`config.mk`:
```
export PLATFORM = sky130hd
export DESIGN_NAME = sch_host_ctl
export DESIGN_NICKNAME = d
export VERILOG_FILES = /design/src/design/sch_pkg.sv /design/src/design/sch_rst_if.sv /design/src/design/sch_host_ctl.sv /design/src/design/sch_reset_charge.sv
export SDC_FILE = /design/constraint.sdc
export NUM_CORES = 1
export LEC_CHECK = 0
export BUFFER_PORTS_ARGS = -buffer_cell sky130_fd_sc_hd__clkbuf_2
export CORE_MARGIN = 4
export CORE_UTILIZATION = 43
export DETAILED_ROUTE_END_ITERATION = 6
export PLACE_DENSITY_LB_ADDON = 0.3
export SYNTH_ARGS = -nofsm -noshare
export SYNTH_HDL_FRONTEND = slang
export SYNTH_SLANG_ARGS = --single-unit
```
`constraint.sdc`:
```
create_clock -name i_sys_clk -period 2.3 [get_ports i_sys_clk]
set_clock_uncertainty 0.05 [all_clocks]
set_input_delay 0.23 -clock i_sys_clk [delete_from_list [all_inputs] [get_ports i_sys_clk]]
set_output_delay 0.23 -clock i_sys_clk [all_outputs]
set_load 0.03 [all_outputs]
```
`src/design/sch_pkg.sv`:
```
// Package of constants and types for the serial card host control block.
// Assumes a single 25 MHz system clock shared by every file of the block.
package sch_pkg;
  // ************************************************
  // Clock and timing
  // ************************************************
  localparam int CLK_PERIOD_NS = 40;
  localparam int SYS_KHZ = 25000; // System clock rate
  localparam int OSC_KHZ = 20000; // Serial controller clock rate
  // Hold time of the on-board reset once charged
  localparam int RST_HOLD_NS = 1000;
  localparam int RST_HOLD_CYC =
    (RST_HOLD_NS + CLK_PERIOD_NS - 1) / CLK_PERIOD_NS;
  // Writes needed to discharge the reset capacitor
  localparam int CHARGE_WRITES_DEF = 4;

  // ************************************************
  // I/O register offsets
  // ************************************************
  localparam logic [2:0] OFS_WIN = 3'h0; // window_access_and_page
  localparam logic [2:0] OFS_ZERO = 3'h1; // unused_zero
  localparam logic [2:0] OFS_LAYOUT = 3'h2; // window_layout_select
  localparam logic [2:0] OFS_RST = 3'h3; // board_reset_and_status
  localparam logic [2:0] OFS_IRQ = 3'h4; // interrupt_enable
  localparam logic [2:0] OFS_LINE = 3'h5; // line_mode_and_loopback
  localparam logic [2:0] OFS_SEC_LO = 3'h6; // security_word_low
  localparam logic [2:0] OFS_SEC_HI = 3'h7; // security_word_high

  // ************************************************
  // Field positions
  // ************************************************
  localparam int BIT_GATE = 7; // host_window_gate
  localparam int BIT_RAMSEL = 6; // ram_or_controller_select
  localparam int BIT_LIN = 7; // Linear / paged layout
  localparam int BIT_PEND = 5; // controller_irq_pending_n
  localparam int BIT_RSTAT = 4; // onboard_reset_status
  localparam int BIT_IRQ = 6; // interrupt_gate
  localparam int BIT_LL = 7; // local_loop_drive
  localparam int BIT_RL = 6; // remote_loop_drive

  // ************************************************
  // Constant read bits and reset values
  // ************************************************
  localparam logic [7:0] FIX_WIN = 8'h10;
  localparam logic [7:0] FIX_LAYOUT = 8'h20;
  localparam logic [7:0] FIX_RST = 8'h08;
  localparam logic [3:0] RST_PAGE = 4'h0;
  localparam logic [3:0] RST_MODE = 4'h0;
  localparam logic [15:0] SEC_WORD_DEF = 16'hFFFF;

  // ************************************************
  // Memory window geometry
  // ************************************************
  localparam int WIN_AW = 18; // 256K window
  localparam int PAGE_AW = 14; // 16K page
  localparam int CTL_AW = 8; // 256 byte controller span

  // Transfer modes of the controller's DMA engine
  typedef enum {
    DMA_SINGLE, DMA_PIPELINED, DMA_ARRAY, DMA_LINKED
  } sch_dma_mode_t;

  // States of the reset charge sequencer
  typedef enum {ST_CHARGE, ST_HOLD} sch_chg_state_t;
endpackage

```
`src/design/sch_rst_if.sv`:
```
// Interface between register decode and the reset charge sequencer.
// Assumes both ends sit on the same system clock.
`timescale 1ns/1ps
interface sch_rst_if;
  logic kick; // One-cycle pulse per write to the reset register
  logic active; // On-board reset currently asserted
  modport ctl (output kick, input active);
  modport chg (input kick, output active);
endinterface

```
`src/design/sch_host_ctl.sv`:
```
// Host control and status block of a serial adapter card.
// Assumes I/O strobes are synchronous one-cycle requests; memory requests are held until acknowledged.
`timescale 1ns/1ps
module sch_host_ctl
#(
  parameter logic [15:0] SEC_WORD = sch_pkg::SEC_WORD_DEF,
  parameter int CHARGE_WRITES = sch_pkg::CHARGE_WRITES_DEF
) (
  // Clock and reset
  input wire logic i_sys_clk,
  input wire logic i_rst,
  // Host I/O register port
  input wire logic i_io_cs,
  input wire logic i_io_we,
  input wire logic [2:0] i_io_addr,
  input wire logic [7:0] i_io_wdata,
  output logic [7:0] o_io_rdata,
  output logic o_io_ack,
  // Host memory window port
  input wire logic i_mem_req,
  input wire logic i_win_high,
  input wire logic [sch_pkg::WIN_AW-1:0] i_mem_addr,
  output logic o_mem_ack,
  output logic o_mem_refused,
  output logic o_ram_sel,
  output logic o_ctl_sel,
  output logic [sch_pkg::WIN_AW-1:0] o_ram_addr,
  // Controller DMA port
  input wire logic i_dma_req,
  output logic o_dma_gnt,
  // Controller side
  input wire logic i_ctl_irq_n,
  output logic o_ctl_clk_en,
  output logic o_ctl_reset,
  output logic o_host_irq,
  // Line transceiver
  output logic [3:0] o_line_mode,
  output logic o_local_loop,
  output logic o_remote_loop
);
  import sch_pkg::*;

  // ************************************************
  // Parameter checks
  // ************************************************
  if (CHARGE_WRITES < 1 || CHARGE_WRITES > 255) begin : g_chk
    $error("CHARGE_WRITES out of range");
  end

  // ************************************************
  // Control state
  // ************************************************
  logic host_window_gate; // Window access allowed
  logic ram_or_controller_select; // 1 RAM, 0 controller
  logic [3:0] ram_page_select; // Visible 16K page
  logic lin_layout; // 1 linear, 0 paged
  logic interrupt_gate; // Host interrupt enabled
  logic [3:0] line_mode_select; // Transceiver mode
  logic local_loop_drive; // Local loopback
  logic remote_loop_drive; // Remote loopback
  logic [15:0] osc_acc; // Fractional rate accumulator

  sch_rst_if rif (); // Link to reset sequencer

  // Decoded strobes
  logic io_wr; // Register write this cycle
  logic io_rd; // Register read this cycle
  logic mem_take; // Host window request taken
  assign io_wr = i_io_cs && i_io_we;
  assign io_rd = i_io_cs && !i_io_we;
  // DMA has priority; host must hold its request
  assign mem_take = i_mem_req && !i_dma_req;

  // Address inside the controller's register span
  function automatic logic in_ctl_span(
    input logic [WIN_AW-1:0] a);
    in_ctl_span = (a[WIN_AW-1:CTL_AW] == '0);
  endfunction

  // Write strobe for one register offset
  function automatic logic wr_hit(input logic [2:0] ofs);
    wr_hit = io_wr && (i_io_addr == ofs);
  endfunction

  // ************************************************
  // Window access register
  // ************************************************
  // Bits 5 and 4 are not stored at all
  always_ff @(posedge i_sys_clk) begin
    if (i_rst) begin
      host_window_gate <= 1'b0;
      ram_or_controller_select <= 1'b0;
      ram_page_select <= RST_PAGE;
    end else if (wr_hit(OFS_WIN)) begin
      host_window_gate <= i_io_wdata[BIT_GATE];
      ram_or_controller_select <= i_io_wdata[BIT_RAMSEL];
      ram_page_select <= i_io_wdata[3:0];
    end
  end

  // ************************************************
  // Layout select register
  // ************************************************
  // Only the top bit is stored
  always_ff @(posedge i_sys_clk) begin
    if (i_rst) begin
      lin_layout <= 1'b0;
    end else if (wr_hit(OFS_LAYOUT)) begin
      lin_layout <= i_io_wdata[BIT_LIN];
    end
  end

  // ************************************************
  // Interrupt enable register
  // ************************************************
  always_ff @(posedge i_sys_clk) begin
    if (i_rst) begin
      interrupt_gate <= 1'b0;
    end else if (wr_hit(OFS_IRQ)) begin
      interrupt_gate <= i_io_wdata[BIT_IRQ];
    end
  end

  // ************************************************
  // Line mode and loopback register
  // ************************************************
  // Modes marked unsupported are passed through; the
  // transceiver decides what they do
  always_ff @(posedge i_sys_clk) begin
    if (i_rst) begin
      line_mode_select <= RST_MODE;
      local_loop_drive <= 1'b0;
      remote_loop_drive <= 1'b0;
    end else if (wr_hit(OFS_LINE)) begin
      line_mode_select <= i_io_wdata[3:0];
      local_loop_drive <= i_io_wdata[BIT_LL];
      remote_loop_drive <= i_io_wdata[BIT_RL];
    end
  end

  // Any write to the reset register, value ignored
  assign rif.kick = wr_hit(OFS_RST);

  // ************************************************
  // Reset charge sequencer
  // ************************************************
  sch_reset_charge #(
    .CHARGE_WRITES(CHARGE_WRITES),
    .HOLD_CYC(RST_HOLD_CYC)
  ) u_chg (
    .i_sys_clk(i_sys_clk),
    .i_rst(i_rst),
    .rif(rif.chg)
  );

  // ************************************************
  // Register read path
  // ************************************************
  // Data is held between reads so the host may sample late
  always_ff @(posedge i_sys_clk) begin
    if (i_rst) begin
      o_io_rdata <= 8'h00;
      o_io_ack <= 1'b0;
    end else begin
      o_io_ack <= i_io_cs;
      if (io_rd) begin
        if (i_io_addr == OFS_WIN) begin
          o_io_rdata <= FIX_WIN | {host_window_gate,
            ram_or_controller_select, 2'b00,
            ram_page_select};
        end else if (i_io_addr == OFS_ZERO) begin
          o_io_rdata <= 8'h00;
        end else if (i_io_addr == OFS_LAYOUT) begin
          o_io_rdata <= FIX_LAYOUT | {lin_layout, 7'h00};
        end else if (i_io_addr == OFS_RST) begin
          // Pending is active low; status reads 0 in reset
          o_io_rdata <= FIX_RST | {2'b00, i_ctl_irq_n,
            !rif.active, 4'h0};
        end else if (i_io_addr == OFS_IRQ) begin
          o_io_rdata <= {1'b0, interrupt_gate, 6'h00};
        end else if (i_io_addr == OFS_LINE) begin
          o_io_rdata <= {local_loop_drive, remote_loop_drive,
            2'b00, line_mode_select};
        end else if (i_io_addr == OFS_SEC_LO) begin
          o_io_rdata <= SEC_WORD[7:0];
        end else begin
          o_io_rdata <= SEC_WORD[15:8];
        end
      end
    end
  end

  // ************************************************
  // Memory window steering
  // ************************************************
  // Linear layout in a low window is a host error; refused
  // rather than aliased so it shows up in testing
  always_ff @(posedge i_sys_clk) begin
    if (i_rst) begin
      o_mem_ack <= 1'b0;
      o_mem_refused <= 1'b0;
      o_ram_sel <= 1'b0;
      o_ctl_sel <= 1'b0;
      o_ram_addr <= '0;
      o_dma_gnt <= 1'b0;
    end else begin
      o_dma_gnt <= i_dma_req;
      o_mem_ack <= mem_take;
      o_ram_sel <= 1'b0;
      o_ctl_sel <= 1'b0;
      o_mem_refused <= 1'b0;
      if (mem_take) begin
        if (!host_window_gate) begin
          o_mem_refused <= 1'b1;
        end else if (lin_layout && !i_win_high) begin
          o_mem_refused <= 1'b1;
        end else if (!ram_or_controller_select &&
            in_ctl_span(i_mem_addr)) begin
          o_ctl_sel <= 1'b1;
          o_ram_addr <= i_mem_addr;
        end else if (lin_layout) begin
          o_ram_sel <= 1'b1;
          o_ram_addr <= i_mem_addr;
        end else begin
          o_ram_sel <= 1'b1;
          o_ram_addr <= {ram_page_select,
            i_mem_addr[PAGE_AW-1:0]};
        end
      end
    end
  end

  // ************************************************
  // Controller clock enable
  // ************************************************
  // No integer divider gives 20 MHz from 25 MHz, so a
  // fractional accumulator fires four cycles out of five
  always_ff @(posedge i_sys_clk) begin
    if (i_rst) begin
      // Start one step short of a fire so that the first
      // four enables after reset follow the steady pattern
      osc_acc <= 16'(OSC_KHZ);
      o_ctl_clk_en <= 1'b0;
    end else if (osc_acc + 16'(OSC_KHZ) >= 16'(SYS_KHZ)) begin
      osc_acc <= osc_acc + 16'(OSC_KHZ) - 16'(SYS_KHZ);
      o_ctl_clk_en <= 1'b1;
    end else begin
      osc_acc <= osc_acc + 16'(OSC_KHZ);
      o_ctl_clk_en <= 1'b0;
    end
  end

  // ************************************************
  // Outputs to controller and transceiver
  // ************************************************
  always_ff @(posedge i_sys_clk) begin
    if (i_rst) begin
      o_ctl_reset <= 1'b0;
      o_host_irq <= 1'b0;
      o_line_mode <= RST_MODE;
      o_local_loop <= 1'b0;
      o_remote_loop <= 1'b0;
    end else begin
      o_ctl_reset <= rif.active;
      o_host_irq <= interrupt_gate && !i_ctl_irq_n;
      o_line_mode <= line_mode_select;
      o_local_loop <= local_loop_drive;
      o_remote_loop <= remote_loop_drive;
    end
  end
endmodule

```
`src/design/sch_reset_charge.sv`:
```
// Reset charge sequencer: writes discharge, then a timed reset pulse.
// Assumes kick pulses are single cycles from the register decode.
`timescale 1ns/1ps
module sch_reset_charge
  import sch_pkg::*;
#(
  parameter int CHARGE_WRITES = sch_pkg::CHARGE_WRITES_DEF,
  parameter int HOLD_CYC = sch_pkg::RST_HOLD_CYC
) (
  // Clock and reset
  input wire logic i_sys_clk,
  input wire logic i_rst,
  // Link to register decode
  sch_rst_if.chg rif
);
  // ************************************************
  // Parameter checks
  // ************************************************
  if (CHARGE_WRITES < 1 || CHARGE_WRITES > 255) begin : g_chk_w
    $error("CHARGE_WRITES out of range");
  end
  if (HOLD_CYC < 1 || HOLD_CYC > 65535) begin : g_chk_h
    $error("HOLD_CYC out of range");
  end

  sch_chg_state_t state; // Charging or holding reset
  logic [7:0] charge; // Writes seen so far
  logic [15:0] hold; // Cycles left in reset

  // ************************************************
  // Sequencer
  // ************************************************
  // Writes during the hold are ignored; the capacitor is flat
  always_ff @(posedge i_sys_clk) begin
    if (i_rst) begin
      state <= ST_CHARGE;
      charge <= 8'h00;
      hold <= 16'h0000;
      rif.active <= 1'b0;
    end else begin
      case (state)
        ST_CHARGE: begin
          if (rif.kick) begin
            if (charge == 8'(CHARGE_WRITES - 1)) begin
              state <= ST_HOLD;
              hold <= 16'(HOLD_CYC - 1);
              rif.active <= 1'b1;
              charge <= 8'h00;
            end else begin
              charge <= charge + 8'h01;
            end
          end
        end
        ST_HOLD: begin
          if (hold == 16'h0000) begin
            state <= ST_CHARGE;
            rif.active <= 1'b0;
          end else begin
            hold <= hold - 16'h0001;
          end
        end
        default: state <= ST_CHARGE;
      endcase
    end
  end
endmodule

```
# Word level (Yosys, flattened, before mapping)

Cells that the tools add are included.

Bits in registers: 128

Multiplexer cells: 27
Bitwise gates (word level): 3
Order comparisons: 1
Reduce and logical (&&, ||, !) cells: 29
Add/subtract/negate cells: 4
Eq/ne operators: 11

Operators by type and width:

| kind                                                                 | count |
|---|---|
| 2-to-1 mux 32 bit                                                    | 3 |
| 2-to-1 mux 16 bit                                                    | 4 |
| case mux 32 bit (2 select lines)                                     | 1 |
| 2-to-1 mux 8 bit                                                     | 7 |
| 2-to-1 mux 18 bit                                                    | 2 |
| equality test 32 x 1 -> 1 bit (second input constant)                | 1 |
| logical NOT 32 bit                                                   | 1 |
| case mux 16 bit (2 select lines)                                     | 1 |
| adder 16 x 15 -> 16 bit (second input constant)                      | 1 |
| greater-or-equal comparator 16 x 15 -> 1 bit (second input constant) | 1 |
| logical NOT 16 bit                                                   | 1 |
| subtractor 16 x 1 -> 16 bit (second input constant)                  | 1 |
| subtractor 16 x 15 -> 16 bit (second input constant)                 | 1 |
| logical AND 1 bit                                                    | 11 |
| logical NOT 10 bit                                                   | 1 |
| adder 8 x 1 -> 8 bit (second input constant)                         | 1 |
| equality test 8 x 2 -> 1 bit (second input constant)                 | 1 |
| 2-to-1 mux 1 bit                                                     | 8 |
| AND reduction 4 bit                                                  | 2 |
| equality test 3 x 2 -> 1 bit (second input constant)                 | 2 |
| equality test 3 bit (second input constant)                          | 2 |
| logical NOT 1 bit                                                    | 6 |
| AND reduction 3 bit                                                  | 2 |
| inequality test 2 x 1 -> 1 bit (second input constant)               | 2 |
| other kinds (9)                                                      | 12 |

# Depth between registers and ports, before layout

Depth in word-level cells: 7
Gate-level depth with buffers: 9
Depth with buffers taken out: 8

# By module

Synthesis repeated with hierarchy kept, for this count alone.

Cell total of the unflattened synthesis: 547
Area total of the unflattened synthesis: 4594.4 um^2

By module, submodules not included:

| module           | area an instance (um^2) | cells an instance | sequential area each (um^2) | times used |
|---|---|---|---|---|
| sch_host_ctl     | 3315.7                  | 393               | 1361.3                      | 1 |
| sch_reset_charge | 1278.7                  | 154               | 500.5                       | 1 |

# Least setup slack after synthesis

Ideal clock, no wire load.

Path kind: register to register
Start point: reg osc_acc[5]
End point: reg osc_acc[3]
Data arrival time: 2.274 ns
Path buffers: 1
Stages on the path, launching flop included: 9
Path slack: -0.145 ns
Path through: dfxtp_1 -> buf_2 -> inv_1 -> ha_1 -> o21ai_0 -> o221a_1 -> nand3_1 -> a21oi_1 -> mux2_2

Cells in the longest elaborated chain, start to end: 3

Ends and longest elaborated chain:

| item                                         | line                | text |
|---|---|---|
| from (decl)                                  | sch_host_ctl.sv:61  | `logic [15:0] osc_acc;` |
| from (signal assigned)                       | sch_host_ctl.sv:242 | `osc_acc <= 16'(OSC_KHZ);` |
| from (signal assigned)                       | sch_host_ctl.sv:245 | `osc_acc <= osc_acc + 16'(OSC_KHZ) - 16'(SYS_KHZ);` |
| from (signal assigned)                       | sch_host_ctl.sv:248 | `osc_acc <= osc_acc + 16'(OSC_KHZ);` |
| adder 16 x 15 -> 16 bit                      | sch_host_ctl.sv:244 | `end else if (osc_acc + 16'(OSC_KHZ) >= 16'(SYS_KHZ)) begin` |
| greater-or-equal comparator 16 x 15 -> 1 bit | sch_host_ctl.sv:244 |  |
| 2-to-1 mux 16 bit                            | sch_host_ctl.sv:244 |  |

Every way passes these cells.
A chain may end at the register's enable or synchronous reset.

# Worst setup path in the final report

Start point: reg osc_acc[5]
End point: reg osc_acc[15]

Cells in the longest elaborated chain, start to end: 3
Elaborated cells between the ends (all ways): 4
Classes of those cells: add/sub: 2; order compare: 1; mux: 1

Ends and longest elaborated chain:

| item                                                                                         | line |
|---|---|
| adder 16 x 15 -> 16 bit (*)                                                                  | sch_host_ctl.sv:244, sch_host_ctl.sv:245, sch_host_ctl.sv:248 |
| subtractor 16 x 15 -> 16 bit or greater-or-equal comparator 16 x 15 -> 1 bit (tied branches) | sch_host_ctl.sv:245, sch_host_ctl.sv:244 |
| 2-to-1 mux 16 bit (*)                                                                        | sch_host_ctl.sv:244 |

Mark *: on every way between the ends. The rest lies on a longest branch, timed or not.

==> out/results.txt <==
Worst EP required -> 2.53 ns
Min Tclk post-route -> 2.31 ns
Fin util -> 0.565
Status -> finished with violations
Sequential share of power -> 0.422
Worst setup margin -> -0.00592 ns
Initial antenna violation count -> 0
# rows -> 36
P_sw -> 1.49 mW
RSZ-0062 raised after global routing -> true
CP arrival -> 2.53 ns
P&R area growth vs syn -> 27.6%
CP Launch Type -> register
Comb power frac -> 0.317
Root Buffer -> clkbuf_8
Worst hold path class -> input port to register
First-pass GRT wire length -> 17400 um
Max H-tree Level -> 3
Sequential fraction of the synthesis area -> 0.430
Maximum number of pins on one net before global-route repair -> 28
Mux share of post-synthesis cell area -> 0.0442
Routed wire length -> 10700 um
Vias per inst -> 5.31
Fin crit share -> 1.00
CTS tree -> built
Clock Power Share -> 0.261
Final setup vio count -> 1
CP peak stage delay -> 0.54 ns
Design Power -> 4.48 mW
Detailed router's first-iteration violation count -> 210
Synth Area per Inst -> 8.36 sq um
Maximum vdd drop -> 0.382 mV
# DRC -> 0
Largest family of logic cells by synthesized area -> simple AND/OR/NAND/NOR gates
Slew @ Worst Pin -> 0.746 ns
Nets -> 669
Port bufs -> 75
GRT Total Usage -> 0.183
Ys Warns -> 0
RePlAce Congestion -> 0.898
Design area -> 5520 sq um
Post-synthesis net count -> 561
Synth async-reset ratio -> 0
Simple-gate area share of the yosys netlist -> 0.266
Post-synth top cells -> dfxtp_1 (93), nor2_1 (65), nand2_1 (58)
Top cell type by total area after synthesis -> dfxtp_1
Top cells by area, synth -> dfxtp_1 (43%), nor2_1 (5.6%), nand2_1 (5.0%)
Slowest library cell on the worst path -> or4_4
Synth Area in Adders -> 0.0173
Power per cell area -> 811 nW/um^2
Die X -> 108 um
Num CTS Buffers -> 9
Die footprint -> 11700 sq um
Final hold violations -> 0
Post-DP HPWL -> 7800 um
Top delay family on crit path -> simple AND/OR/NAND/NOR gates
Post-synthesis xor/xnor area fraction -> 0.0587
Slew Limit Headroom -> 0.498
Compound-gate portion of the synthesized area -> 0.143
Smallest hold slack -> 0.0345 ns
Worst-path cell chain -> buf_6, a21bo_4, a211oi_4, nor2_2, or4_4, or3_1, a211oi_2
Mean routed wirelength per cell -> 14.1 um
Post-Syn Area -> 4330 sq um
Vias in the first global route -> 3824
Post-synth top flop -> dfxtp_1
Max-cap violation count -> 0
Leakage Power -> 2.32 nW
Worst setup EP type -> register
Max Freq -> 0.434 GHz
P_int -> 2.99 mW
IO Count -> 78
Layout cells sized above 1 -> 0.282
Seq cells post-synth -> 93
Worst path buffer plus inverter count -> 1
Setup WS pre-CTS -> -0.0521 ns
Failing checks -> negative setup slack
# clock sinks -> 93
Antenna Cells -> 0
Vias -> 4055
Synth cell types -> 57
Synth Instances -> 518
Count of final max-slew check failures -> 0
Clk buf depth -> 2
Core Box Area -> 9770 sq um
Clock Pin Slew Worst Setup and Hold Paths -> 0.10 ns
Critical path type -> register to register
Antenna-violating nets left -> 0
First drt pass iteration count -> 4
Post-synth EDFFs -> 0
Post-DP Area -> 5160 sq um
CP Max Fanout -> 6
Initial Util -> 0.443
Switching Share -> 0.333
Die H -> 108 um
Clock latency at the later pin of the worst-skew pair -> 0.35 ns
Post-synth top area share -> 0.430
GRT overflow -> 0
Most common cell in the netlist -> dfxtp_1
-- cells by family after synthesis --
group,after synthesis
flops,93
xor+xnor,29
buf+inv,43
fa+ha+maj,6
compound gates,97
mux,19
simple gates,231
-- what timing repair did --
item                       CTS  global route
hold buffers                 0             0
resized for setup            4            27
setup buffers                0             3
cloned                       1             0
setup endpoints to repair   14            22
pin swaps                    3            11
hold endpoints to repair     0             0
-- metal layers --
layer  up-vias  share of wire  global-route usage
met5         -              0                   0
met1      1938           0.47               0.243
li1       2030              -                   -
met3        18          0.033              0.0328
met4         0          0.021              0.0613
met2        69           0.48               0.301
-- area by class of cell --
type,count,area (sq um)
Fill cell,940,4250
Multi-Input combinational cell,382,2440
Sequential cell,93,1870
Timing Repair Buffer,128,785
Tap cell,133,166
Clock buffer,11,151
Clock inverter,5,65.1
Inverter,12,45.0
-- placed cells by master (no fill, tap or decap), types with 4 or more instances in the layout --
cell,n
dfxtp_1,89
clkbuf_2,75
nor2_1,64
nand2_1,58
buf_4,50
a21oi_1,39
nor3_1,18
mux2i_1,18
xnor2_1,17
nor2b_1,14
o21ai_0,11
xor2_1,11
clkbuf_8,11
or3_1,10
inv_1,9
nand3_1,9
nand4_1,8
a211oi_1,7
nor4_1,6
and3_1,5
a31oi_1,5
nor4b_1,5
and2_1,4
-- worst min-delay path: cells and delay by family --
| kind | cells | cell delay [ns] |
|---|---|---|
| buf+inv | 1 | 0.08 |
| compound gates | 1 | 0.05 |
| simple gates | 1 | 0.04 |
-- state kept, by name (all words and copies together), names as in the netlist, 4 cells and up --
register / count
o_io_rdata: 8
o_ram_addr: 18
u_chg.hold: 16
osc_acc: 13
ram_page_select: 4
u_chg.charge: 8
o_line_mode: 4
line_mode_select: 4
-- path summary, 6_finish.rpt --
check | from | end | depth (start not counted) | slack (ns)
setup / recovery | osc_acc[5]$_SDFF_PP1_ | osc_acc[15]$_SDFF_PP0_ | 7 | -0.006
hold / removal | i_mem_addr[7] | o_ram_addr[7]$_SDFFE_PP0P_ | 3 | 0.03
setup reg to reg | osc_acc[5]$_SDFF_PP1_ | osc_acc[15]$_SDFF_PP0_ | 7 | -0.006
hold reg to reg | o_ram_addr[0]$_SDFFE_PP0P_ | o_ram_addr[0]$_SDFFE_PP0P_ | 2 | 0.41
-- power by group through the flow --
stage	combinational, mW	clock (mW)	sequential, mW
global placement	1.27	0	1.90
floorplan	0.867	0	1.88
global route	1.56	1.28	1.91
CTS	1.31	1.21	1.87
detailed placement	1.30	0	1.91
finish	1.42	1.17	1.89
-- through the flow --
stage | setup TNS, ns | instances
floorplan | 0 | 518
global placement | 0 | 744
detailed placement | -0.138 | 744
CTS | 0 | 761
global route | -0.503 | 764
finish | -0.00592 | 764
Note: power is estimated with default switching activity, not from simulation.
